<file path="config.mk">
export PLATFORM = sky130hd
export DESIGN_NAME = rcbr_top
export DESIGN_NICKNAME = d
export VERILOG_FILES = /design/src/core/rcbr_pkg.sv /design/src/core/rcbr_top.sv /design/src/core/rcbr_sync2.sv
export SDC_FILE = /design/constraint.sdc
export NUM_CORES = 1
export LEC_CHECK = 0
export BUFFER_PORTS_ARGS = -buffer_cell sky130_fd_sc_hd__buf_4
export CORE_AREA = 2 2 64 66
export CTS_BUF_LIST = sky130_fd_sc_hd__clkbuf_8
export CTS_CLUSTER_SIZE = 12
export DETAILED_ROUTE_END_ITERATION = 6
export DIE_AREA = 0 0 66 68
export GPL_TIMING_DRIVEN = 1
export MAX_ROUTING_LAYER = met4
export PLACE_DENSITY = 0.64
export SLEW_MARGIN = 15
export SYNTH_ARGS = -nofsm -noshare
export SYNTH_HDL_FRONTEND = slang
export SYNTH_HIERARCHICAL = 1
export SYNTH_SLANG_ARGS = --single-unit
</file>
<file path="constraint.sdc">
create_clock -name mclk_i -period 1.4 [get_ports mclk_i]
set_input_delay 0.07 -clock mclk_i [delete_from_list [all_inputs] [get_ports mclk_i]]
set_output_delay 0.07 -clock mclk_i [all_outputs]
set_load 0.005 [all_outputs]
</file>
<file path="src/core/rcbr_pkg.sv">
// package: constants and types of the reset configuration and bus routing block
package rcbr_pkg;
    // ************************************************************
    // register map
    // ************************************************************
    localparam logic [15:0] RCBR_EBSEL_ADDR = 16'h1C00;
    localparam int RCBR_PP_LSB = 12;
    localparam int RCBR_SP1_LSB = 10;
    localparam int RCBR_SP0_LSB = 8;
    localparam logic [15:0] RCBR_RSVD_ZERO = 16'h0000;
    localparam logic [15:0] RCBR_LDO_CTRL_ADDR = 16'h7004;
    localparam int RCBR_LDO_V_BIT = 1;

    // ************************************************************
    // routing encodings
    // ************************************************************
    typedef enum logic [2:0] {
        RCBR_PP_LCD16 = 3'h0,
        RCBR_PP_SPI_GPIO_UART_AUD2 = 3'h1,
        RCBR_PP_LCD8_GPIO = 3'h2,
        RCBR_PP_LCD8_SPI_AUD3 = 3'h3,
        RCBR_PP_LCD8_AUD2_UART = 3'h4,
        RCBR_PP_LCD8_SPI_UART = 3'h5,
        RCBR_PP_SPI_AUD2_AUD3_GPIO = 3'h6,
        RCBR_PP_RSVD = 3'h7
    } rcbr_pp_e;

    typedef enum logic [1:0] {
        RCBR_SP_CARD = 2'h0,
        RCBR_SP_AUD_GPIO = 2'h1,
        RCBR_SP_GPIO = 2'h2,
        RCBR_SP_RSVD = 2'h3
    } rcbr_sp_e;

    // routing fields as one carrier
    typedef struct packed {
        rcbr_pp_e pp;
        rcbr_sp_e sp1;
        rcbr_sp_e sp0;
    } rcbr_route_s;

    localparam rcbr_route_s RCBR_ROUTE_RST = '{pp: RCBR_PP_LCD16, sp1: RCBR_SP_CARD,
                                               sp0: RCBR_SP_CARD};

    // reset sequencer states
    typedef enum logic [1:0] {
        RCBR_ST_HOLD = 2'h0,
        RCBR_ST_RUN = 2'h1
    } rcbr_state_e;

    // port access carrier
    typedef struct packed {
        logic wr;
        logic rd;
        logic [15:0] addr;
        logic [15:0] wdata;
    } rcbr_port_s;
endpackage

</file>
<file path="src/core/rcbr_top.sv">
// top: strap capture, internal reset generation, clock source and bus routing register
`timescale 1ns/1ps
module rcbr_top (
    // clock and reset
    input wire logic mclk_i,
    input wire logic rst_i,
    // straps and monitor
    input wire logic core_regulator_enable_pin_i,
    input wire logic clk_source_select_pin_i,
    input wire logic supply_monitor_ok_i,
    input wire logic reset_pin_released_i,
    // cpu port access
    input wire rcbr_pkg::rcbr_port_s port_i,
    output logic [15:0] port_rdata_o,
    output logic port_rvalid_o,
    // regulator and clock control
    output logic core_regulator_on_o,
    output logic core_regulator_v_low_o,
    output logic supply_good_o,
    output logic device_reset_o,
    output logic sysclk_from_external_o,
    output logic rtc_from_osc_o,
    // routing
    output rcbr_pkg::rcbr_route_s route_o
);
    import rcbr_pkg::*;

    // ************************************************************
    // pin synchronisers
    // ************************************************************
    logic [3:0] pins_s;

    rcbr_sync2 #(.W(4)) u_sync (
        .mclk_i(mclk_i),
        .d_i({core_regulator_enable_pin_i, clk_source_select_pin_i,
              supply_monitor_ok_i, reset_pin_released_i}),
        .q_o(pins_s)
    );

    wire ldo_en_pin_s = pins_s[3];
    wire clk_sel_pin_s = pins_s[2];
    wire mon_ok_s = pins_s[1];
    wire rst_rel_s = pins_s[0];

    // ************************************************************
    // strap capture
    // ************************************************************
    // straps are latched while reset holds; a change later is ignored until the
    // next reset, which is why the board must reset after restrapping
    logic ldo_off_strap_r;
    logic clk_ext_strap_r;
    rcbr_state_e state_r;
    rcbr_state_e state_nxt;

    always_ff @(posedge mclk_i)
    begin
        if (rst_i || state_r == RCBR_ST_HOLD)
        begin
            ldo_off_strap_r <= ldo_en_pin_s;
            clk_ext_strap_r <= clk_sel_pin_s;
        end
    end

    // ************************************************************
    // supply good and internal reset
    // ************************************************************
    // bypassed monitor forces good, else follow the monitor
    wire supply_good_w = ldo_off_strap_r | mon_ok_s;
    wire reset_release_w = supply_good_w & rst_rel_s;

    assign state_nxt = reset_release_w ? RCBR_ST_RUN : RCBR_ST_HOLD;

    // sequencer: any loss of good or reset pin drops back to hold
    always_ff @(posedge mclk_i)
    begin
        if (rst_i)
            state_r <= RCBR_ST_HOLD;
        else
        begin
            case (state_r)
                RCBR_ST_HOLD: state_r <= state_nxt;
                RCBR_ST_RUN: state_r <= state_nxt;
                default: state_r <= RCBR_ST_HOLD;
            endcase
        end
    end

    // ************************************************************
    // regulator voltage select
    // ************************************************************
    logic ldo_v_low_r;
    wire ldo_ctrl_wr_w = port_i.wr && port_i.addr == RCBR_LDO_CTRL_ADDR;

    always_ff @(posedge mclk_i)
    begin
        if (rst_i)
            ldo_v_low_r <= 1'b0; // 1.3 V after reset
        else if (ldo_ctrl_wr_w)
            ldo_v_low_r <= port_i.wdata[RCBR_LDO_V_BIT];
    end

    // ************************************************************
    // bus selection register
    // ************************************************************
    rcbr_route_s route_r;
    wire ebsel_hit_w = port_i.addr == RCBR_EBSEL_ADDR;
    wire ebsel_wr_w = port_i.wr && ebsel_hit_w;
    // reserved codes are stored as written and read back unchanged
    wire rcbr_route_s route_nxt = '{pp: rcbr_pp_e'(port_i.wdata[RCBR_PP_LSB +: 3]),
                                    sp1: rcbr_sp_e'(port_i.wdata[RCBR_SP1_LSB +: 2]),
                                    sp0: rcbr_sp_e'(port_i.wdata[RCBR_SP0_LSB +: 2])};

    always_ff @(posedge mclk_i)
    begin
        if (rst_i)
            route_r <= RCBR_ROUTE_RST;
        else if (ebsel_wr_w)
            route_r <= route_nxt;
    end

    // read data: reserved bits zero
    wire [15:0] ebsel_rd_w = RCBR_RSVD_ZERO | {1'b0, route_r, 8'h00};
    wire [15:0] ldo_rd_w = RCBR_RSVD_ZERO | (16'(ldo_v_low_r) << RCBR_LDO_V_BIT);
    wire [15:0] rd_mux_w = ebsel_hit_w ? ebsel_rd_w :
                           (port_i.addr == RCBR_LDO_CTRL_ADDR) ? ldo_rd_w : RCBR_RSVD_ZERO;

    // ************************************************************
    // registered outputs
    // ************************************************************
    // everything leaves through flops; routing appears the cycle after the write
    always_ff @(posedge mclk_i)
    begin
        if (rst_i)
        begin
            port_rdata_o <= RCBR_RSVD_ZERO;
            port_rvalid_o <= 1'b0;
            core_regulator_on_o <= 1'b0;
            core_regulator_v_low_o <= 1'b0;
            supply_good_o <= 1'b0;
            device_reset_o <= 1'b1;
            sysclk_from_external_o <= 1'b0;
            rtc_from_osc_o <= 1'b1;
            route_o <= RCBR_ROUTE_RST;
        end
        else
        begin
            port_rdata_o <= port_i.rd ? rd_mux_w : RCBR_RSVD_ZERO;
            port_rvalid_o <= port_i.rd;
            core_regulator_on_o <= ~ldo_off_strap_r;
            // follow the write at the same edge that stores it, like the routing
            core_regulator_v_low_o <= ldo_ctrl_wr_w ? port_i.wdata[RCBR_LDO_V_BIT] : ldo_v_low_r;
            supply_good_o <= supply_good_w;
            device_reset_o <= ~reset_release_w;
            sysclk_from_external_o <= clk_ext_strap_r;
            rtc_from_osc_o <= 1'b1;
            route_o <= ebsel_wr_w ? route_nxt : route_r;
        end
    end
endmodule

</file>
<file path="src/core/rcbr_sync2.sv">
// two flip-flop synchroniser for pin inputs
`timescale 1ns/1ps
module rcbr_sync2 #(
    parameter int W = 1
) (
    // clock
    input wire logic mclk_i,
    // data
    input wire logic [W-1:0] d_i,
    output logic [W-1:0] q_o
);
    logic [W-1:0] meta_r;

    // first stage feeds only the second
    always_ff @(posedge mclk_i)
    begin
        meta_r <= d_i;
        q_o <= meta_r;
    end
endmodule

</file>
-- Yosys cells after proc, flatten, opt, wreduce, memory -nomap -nowiden
Index checks and enable logic that the tools add are counted.
W data, S select, Z words.
- register bits after elaboration: 41
- input port bits: 40
- equality and inequality tests: 3
- multiplexer cells: 3
- bitwise gates (word level): 7
- reductions and logical operators: 9
- operators by type and width (cell ; number):
    $eq A16 B13 Y1 const B ; 1
    $eq A16 B15 Y1 const B ; 1
    $mux W15 ; 1
    $reduce_or A2 Y1 ; 3
    $not A1 Y1 ; 5
    $reduce_or A4 Y1 ; 1
    $reduce_or A3 Y1 ; 1
    $eq A2 B1 Y1 const B ; 1
    $logic_and A1 B1 Y1 ; 2
    $logic_not A2 Y1 ; 1
    $mux W2 ; 1
    $and A1 B1 Y1 ; 1
    $logic_or A1 B1 Y1 ; 1
    $mux W1 ; 1
    $or A1 B1 Y1 ; 1

-- Depth between registers and ports, before layout
Gate-level depths: netlist of run 1.
- word-level depth: 4
- depth in mapped cells: 5
- depth with buffers taken out: 4

-- Modules after synthesis
The synthesis of run 1 kept the hierarchy.
- modules (own cells, without submodules) (module ; instances ; cells each ; area an instance (µm²)):
    rcbr_top ; 1 ; 94 ; 948.4
    rcbr_sync2 ; 1 ; 8 ; 160.2

-- Worst setup path after synthesis of run 1
Ideal clock, no wire load.
- kind: input to register
- from: input port_i[17] (netlist name)
- to: register core_regulator_v_low_o
- library setup time: 0.070 ns
- arrival: 1.007 ns
- path slack: 0.323 ns
- stages on the path: 4
- buffers on the path: 0
- cell sequence: nor4_2 -> nand4_2 -> or3_1 -> a21oi_1
- cells in the longest elaborated chain, start to end: 2
- RTL lines (item ; RTL line ; source):
    start: declaration ; rcbr_top.sv:13 ; input wire rcbr_pkg::rcbr_port_s port_i,
    $eq A16 B15 Y1 ; rcbr_top.sv:92 ; wire ldo_ctrl_wr_w = port_i.wr && port_i.addr == RCBR_LDO_CTRL_ADDR;
    $logic_and A1 B1 Y1 ; rcbr_top.sv:92 ;
    end signal: assignment ; rcbr_top.sv:151 ; core_regulator_v_low_o <= ldo_ctrl_wr_w ? port_i.wdata[RCBR_LDO_V_BIT] : ldo_v_low_r;
    end: declaration ; rcbr_top.sv:18 ; output logic core_regulator_v_low_o,
Every way passes these cells.
A chain may end at the register's enable or synchronous reset.

-- Final worst setup path of run 1
- from: input port_i[18] (netlist name)
- to: register route_o[4] (netlist name)
- cells in the longest elaborated chain, start to end: 2
- RTL lines (item ; RTL line ; source):
    $eq A16 B13 Y1 ; rcbr_top.sv:106 ; wire ebsel_hit_w = port_i.addr == RCBR_EBSEL_ADDR;
    $logic_and A1 B1 Y1 ; rcbr_top.sv:107 ; wire ebsel_wr_w = port_i.wr && ebsel_hit_w;
    end signal: assignment ; rcbr_top.sv:156 ; route_o <= ebsel_wr_w ? route_nxt : route_r;
    end: declaration ; rcbr_top.sv:24 ; output rcbr_pkg::rcbr_route_s route_o
Every way passes these cells.

==> results.md, run 1 <==
- Cell Chain, Critical Path: buf_4, or4_1, o21ai_0, a21oi_1
- Detailed Place HPWL: approximately 1900 um
- Post-synthesis sequential area ratio: 0.596
- Total die area: about 4500 um^2
- # fillers: ~400
- DR iter-0 viols: 39
- Cts bufs inserted: 5
- CTS Buffer Depth: 2
- Die height: just under 70 um
- Reg2Reg Depth: 3
- Synthesized flop and latch total: 32
- Total wire length: 2370 um
- CTS tree: done
- Root Buffer: clkbuf_8
- Avg Synthesized Cell Area: ~11 um^2
- Fmax: ~970 MHz
- Layout Cells excl Fill: roughly 210
- Vias: 889
- Ys flop type: dfxtp_1
- Drt pass-1 iters: 4
- Die X: 66 um
- Worst Path Class, Setup: in -> reg
- Routed Antenna Nets: 0
- CTS clock-pin slew for the worst setup and hold paths: approximately 0.060 ns
- CP max-delay cell: or4_1
- CORE AREA: just under 4000 um^2
- Total GRT Usage: 0.110
- Post-Syn Area: approximately 1100 um^2
- CP Launch Type: input port
- Rows: 23
- PwrDens: between 1000 and 1500 nW/um^2
- Vias in the first global route: about 830
- Worst Skew: a little under 0.002 ns
- Critical path's largest stage delay: roughly 0.7 ns
- Cells after synthesis: approximately 100
- Final Hold Fails: 0
- Vias per inst: approximately 4.2
- I/O pins: 70
- Clock sinks: 32
- Layout Area Growth over Synthesis: 48.1%
- VDD IR max: 0.719 mV
- CTS HTree Levels: 2
- RSZ-0062 raised after global routing: no
- Max-cap violations: 0
- Final worst path period need: 1.03 ns
- Outcome: complete, no violations
- Placed Cells incl. Taps: 201
- WP data arrival: 1.20 ns
- Final Slew Violations: 0
- Yosys warns: 6
- Critical Path Fanout Max: 8
- Nets: slightly above 200
- Distinct cell type count after synthesis: 26
- Post-Route Setup TNS: 0 ns
- Final GP Congestion: about 0.77
- Leakage power: around 0.73 nW
- First-pass GRT wire length: roughly 3400 um
- Number of flops mapped to enable cells by yosys: 2
- Largest net degree at the start of global routing: 15
- IO Port Bufs: 52
- Post-route clock period utilization: 0.739
- Worst hold-check path type: in -> reg
- Hold WS: around 0.017 ns
- Async SR Flop Fraction: 0
- Antenna fix cells: 0
- Hold Crit Depth: 2
- Worst path required time: 1.57 ns
- # setup viols final: 0
- GR Overflow Total: 0
- CP endpoint kind: register
- Initial antenna violation count: 0
- Clock Latency Late Sink: ~0.28 ns
- DRC: 0
- Initial Utilization: 0.287
- Share of layout cells above drive strength 1: 0.405
- Drt wl/cell: between 10 and 15 um
[worst paths after layout]
path / from / to / slack [ns]
setup / recovery: port_i[18] / route_o[4] / 0.37
hold / removal: port_i[32] / port_rvalid_o / 0.02
setup reg to reg: ldo_off_strap_r / state_r[0] / 0.58
hold reg to reg: u_sync/meta_r[3] / u_sync/q_o[3] / 0.32
[power by group]
part           total (mW)  switching [mW]  internal, mW
sequential          0.953         0.00652         0.947
combinational       0.133          0.0499        0.0834
clock               0.687           0.302         0.385
total                1.77           0.358          1.42
[critical path: cells and delay by family]
| kind | cells | cell delay [ns] |
|---|---|---|
| AND/OR/NAND/NOR | 1 | 0.68 |
| buffers and inverters | 1 | 0.12 |
| AO/OA/AOI/OAI | 2 | 0.32 |
[stage by stage]
stage | power, mW | util | instance area [um^2] | setup WS (ns)
6_report | 1.77 | 0.426 | 1640 | 0.366
5_1_grt | 1.84 | 0.426 | 1640 | 0.281
4_1_cts | 1.80 | 0.426 | 1640 | 0.383
3_5_place_dp | 1.10 | 0.392 | 1510 | 0.0866
3_3_place_gp | 1.10 | 0.392 | 1510 | 0.119
2_1_floorplan | 1.02 | - | 1130 | 0.323
[logic make-up (layout without fill, tap and decap cells)]
logic type,count (synthesis),count (layout),synth area share
AO/OA/AOI/OAI,16,16,0.0722
buffers and inverters,15,69,0.0925
flip-flops,32,32,0.596
other,2,9,0.00677
AND/OR/NAND/NOR,37,37,0.232
[layout make-up]
type	instances	area, um^2	area share
Tap cell	50	62.6	0.0381
Clock inverter	2	7.51	0.00457
Clock buffer	6	82.6	0.0503
Timing Repair Buffer	58	445	0.271
Inverter	3	11.3	0.00686
Multi-Input combinational cell	62	372	0.226
Sequential cell	32	661	0.402
[layout by cell type, fill, tap and decap left out, drive strengths merged, types with 2 or more instances in the layout]
| master | synthesis | routed |
|---|---|---|
| a21oi | 8 | 8 |
| and2 | 8 | 8 |
| buf | 11 | 54 |
| clkbuf | 1 | 6 |
| conb | 2 | 9 |
| dfxtp | 30 | 30 |
| dlygate4sd3 | 0 | 4 |
| edfxtp | 2 | 2 |
| inv | 3 | 5 |
| nand3 | 7 | 7 |
| nand4 | 3 | 3 |
| nor2 | 6 | 6 |
| nor2b | 2 | 2 |
| nor3 | 2 | 2 |
| nor4 | 2 | 2 |
| nor4b | 2 | 2 |
| o21ai | 8 | 8 |
[cells in the mapped netlist, drive strengths merged, types with 3 or more instances]
library cell | instances | area, um^2
inv | 3 | 11.3
dfxtp | 30 | 601
o21ai | 8 | 40.0
nor2 | 6 | 30.0
a21oi | 8 | 40.0
nand3 | 7 | 35.0
nand4 | 3 | 25.0
and2 | 8 | 50.1
buf | 11 | 77.6
[registers in the layout, indices dropped and copies added (netlist names)]
register and count:
port_rdata_o 8, route_o 7, u_sync/meta_r 4, u_sync/q_o 4, clk_ext_strap_r 1, core_regulator_on_o 1, core_regulator_v_low_o 1, device_reset_o 1
ldo_off_strap_r 1, port_rvalid_o 1, state_r 1, supply_good_o 1, sysclk_from_external_o 1
[layer usage]
metal,vias to the layer above,GRT usage,wire length [um]
li1,445,-,-
met4,0,0.0536,32
met3,5,0.0493,201
met2,38,0.206,1250
met1,401,0.0933,885
met5,-,-,0
[repair_timing]
action	4_1_cts	5_1_grt
resized for setup	0	0
setup endpoints to repair	0	0
endpoints found under the hold margin	4	0
buffers inserted	0	0
hold buffers	4	0
Note: power is estimated with default switching activity, not from simulation.
==> run 2, diff against run 1 <==
--- a/config.mk
+++ b/config.mk
@@ -5,15 +5,16 @@
 export SDC_FILE = /design/constraint.sdc
 export NUM_CORES = 1
 export LEC_CHECK = 0
+export ABC_AREA = 1
 export BUFFER_PORTS_ARGS = -buffer_cell sky130_fd_sc_hd__buf_4
-export CORE_AREA = 2 2 64 66
+export CORE_AREA = 2 2 69 71
 export CTS_BUF_LIST = sky130_fd_sc_hd__clkbuf_8
 export CTS_CLUSTER_SIZE = 12
 export DETAILED_ROUTE_END_ITERATION = 6
-export DIE_AREA = 0 0 66 68
+export DIE_AREA = 0 0 71 73
 export GPL_TIMING_DRIVEN = 1
 export MAX_ROUTING_LAYER = met4
-export PLACE_DENSITY = 0.64
+export PLACE_DENSITY = 0.63
 export SLEW_MARGIN = 15
 export SYNTH_ARGS = -nofsm -noshare
 export SYNTH_HDL_FRONTEND = slang
==> constraint.sdc (replaced) <==
create_clock -name mclk_i -period 0.85 [get_ports mclk_i]
set_input_delay 0.0425 -clock mclk_i [delete_from_list [all_inputs] [get_ports mclk_i]]
set_output_delay 0.0425 -clock mclk_i [all_outputs]
set_load 0.005 [all_outputs]
==> results.md, run 2 <==
- Clock sinks: 32
- Top flop regs: port_rdata_o: 8 flops, route_o: 7 flops
- Detailed Place HPWL: ~1900 um
- VDD IR max: ~1.4 mV
- M1 wire length: about 980 um
- Nets: roughly 260
- CORE AREA: roughly 4500 um^2
- WP data arrival: 0.74 ns
- Distinct cell type count after synthesis: 18
- Worst Path Class, Setup: reg -> out
- Max reg flops: 8
- Drt wl/cell: around 9 um
- # setup viols final: 0
- Antenna fix cells: 0
- Max-cap violations: 0
- DR iter-0 viols: 37
- Placed Cells incl. Taps: approximately 260
- Largest Register: port_rdata_o
- Rows: 25
- Final Util: 0.411
- Post-Route Setup TNS: 0 ns
- Cts bufs inserted: 5
- CTS tree: done
- Share of layout cells above drive strength 1: 0.386
- Final GP Congestion: between 0.7 and 0.8
- Area fraction of the dominant cell type after synthesis: 0.469
- Leakage power: about 0.96 nW
- Critical Path Fanout Max: 3
- Placed Instance Area: 1720 um^2
- Number of flops mapped to enable cells by yosys: 2
- Commonest cells after routing, fill and taps aside: buf_4, inv_1, dfxtp_1, nand2_1, nor2_1
- Fin area: approximately 1900 um^2
- IO Port Bufs: between 50 and 60
- Worst Skew: 0.00572 ns
- Routed Antenna Nets: 0
- # fillers: between 400 and 500
- CP Launch Type: register
- Vias in the first global route: around 990
- First-pass GRT wire length: 4020 um
- Crit path max-delay family: flip-flops
- Vias: 1065
- Root Buffer: clkbuf_8
- Most area-hungry cell type in the Yosys netlist: dfxtp_1
- CTS HTree Levels: 2
- Yosys warns: 6
- Final Slew Violations: 0
- CTS clock-pin slew for the worst setup and hold paths: approximately 0.060 ns
- Final worst path period need: roughly 0.79 ns
- CTS Buffer Depth: 2
- Most numerous cell in the Yosys netlist: inv_1
- Cell Chain, Critical Path: buf_4
- PwrDens: 1620 nW/um^2
- Avg Synthesized Cell Area: just over 8 um^2
- Worst path required time: 0.81 ns
- CP max-delay cell: dfxtp_1
- Commonest non-fill, non-tap cell in the layout: buf_4
- Highest Signal Layer: met4
- Hold path start: rst_i
- Clock Latency Late Sink: 0.27 ns
- Synthesized flop and latch total: 32
- Worst hold-check path type: in -> reg
- Async SR Flop Fraction: 0
- Reg2Reg Depth: 4
- Initial antenna violation count: 0
- DRC: 0
- Total wire length: ~2400 um
- Total die area: 5180 um^2
- Top cells by count, synth: inv_1, dfxtp_1, nor2_1, nand2_1, nor2_2
- CP endpoint kind: output pin
- Routed wl met3: 210 um
- Outcome: complete, no violations
- Post-route clock period utilization: 0.924
- Drt pass-1 iters: 4
- Post-CTS setup buffer count: 0
- RSZ-0062 raised after global routing: no
- Met2 wire length: ~1200 um
- Total GRT Usage: 0.103
- Crit path depth: 1
- Critical path origin: core_regulator_v_low_o
- Critical path's largest stage delay: approximately 0.35 ns
- Layout Area Growth over Synthesis: 45.5%
- Post-Syn Area: 1280 um^2
- Fmax: about 1300 MHz
- Largest net degree at the start of global routing: 14
- Buffers & Inverters on Critical Path: 1
- Die X: 71 um
- Area contributors post-synth: dfxtp_1, inv_1, nor2_1
- Post-synthesis sequential area ratio: 0.516
- Ys flop type: dfxtp_1
- Hold Crit Depth: 3
- R2R Path Start: ldo_off_strap_r
- Initial Utilization: 0.282
- Layout Cells excl Fill: approximately 270
- GR Overflow Total: 0
- Die height: between 70 and 80 um
- Vias per inst: slightly below 4
- I/O pins: 70
- Final Hold Fails: 0
- Cells after synthesis: between 150 and 200
-- run 2: repair_timing --
action,CTS,global route
hold endpoints to repair,5,0
hold buffers,5,0
endpoints found under the setup margin,0,1
gates resized for setup,0,1
-- run 2: final cells by class --
type                       count  area, um^2  area share
tap                           54        67.6      0.0362
clock inverter                 2        10.0     0.00537
timing repair buffer          62         478       0.256
sequential                    32         661       0.354
clock buffer                   6        82.6      0.0443
multi-input combinational     86         445       0.239
inverter                      32         120      0.0644
-- run 2: kinds of logic after synthesis --
family          Yosys count  synth area share
compound gates            1           0.00976
other cells               2           0.00586
flops                    32             0.516
simple gates             76             0.310
buf+inv                  43             0.159
-- run 2: power breakdown --
group / internal, mW / switching (mW)
combinational: 0.153 / 0.112
clock: 0.645 / 0.531
sequential: 1.56 / 0.0106
-- run 2: per-stage QoR --
stage	total power, mW	hold slack, ns	setup slack [ns]
5_1_grt	3.17	0.0520	0.00890
3_5_place_dp	1.85	0.148	-0.187
3_3_place_gp	1.85	0.148	-0.161
6_report	3.01	0.0449	0.0646
2_1_floorplan	1.72	0.0702	0.0196
4_1_cts	3.05	0.0427	0.0527
-- run 2: routing by layer --
metal | vias to the layer above | track usage
li1 | 563 | -
met1 | 460 | 0.108
met2 | 40 | 0.181
met3 | 2 | 0.0414
met4 | 0 | 0.0252
met5 | - | -
-- run 2: final timing paths --
path         slack (ns)                      to
max reg2reg        0.10              state_r[0]
min reg2reg        0.33           u_sync/q_o[2]
max                0.06  core_regulator_v_low_o
min                0.04     core_regulator_on_o
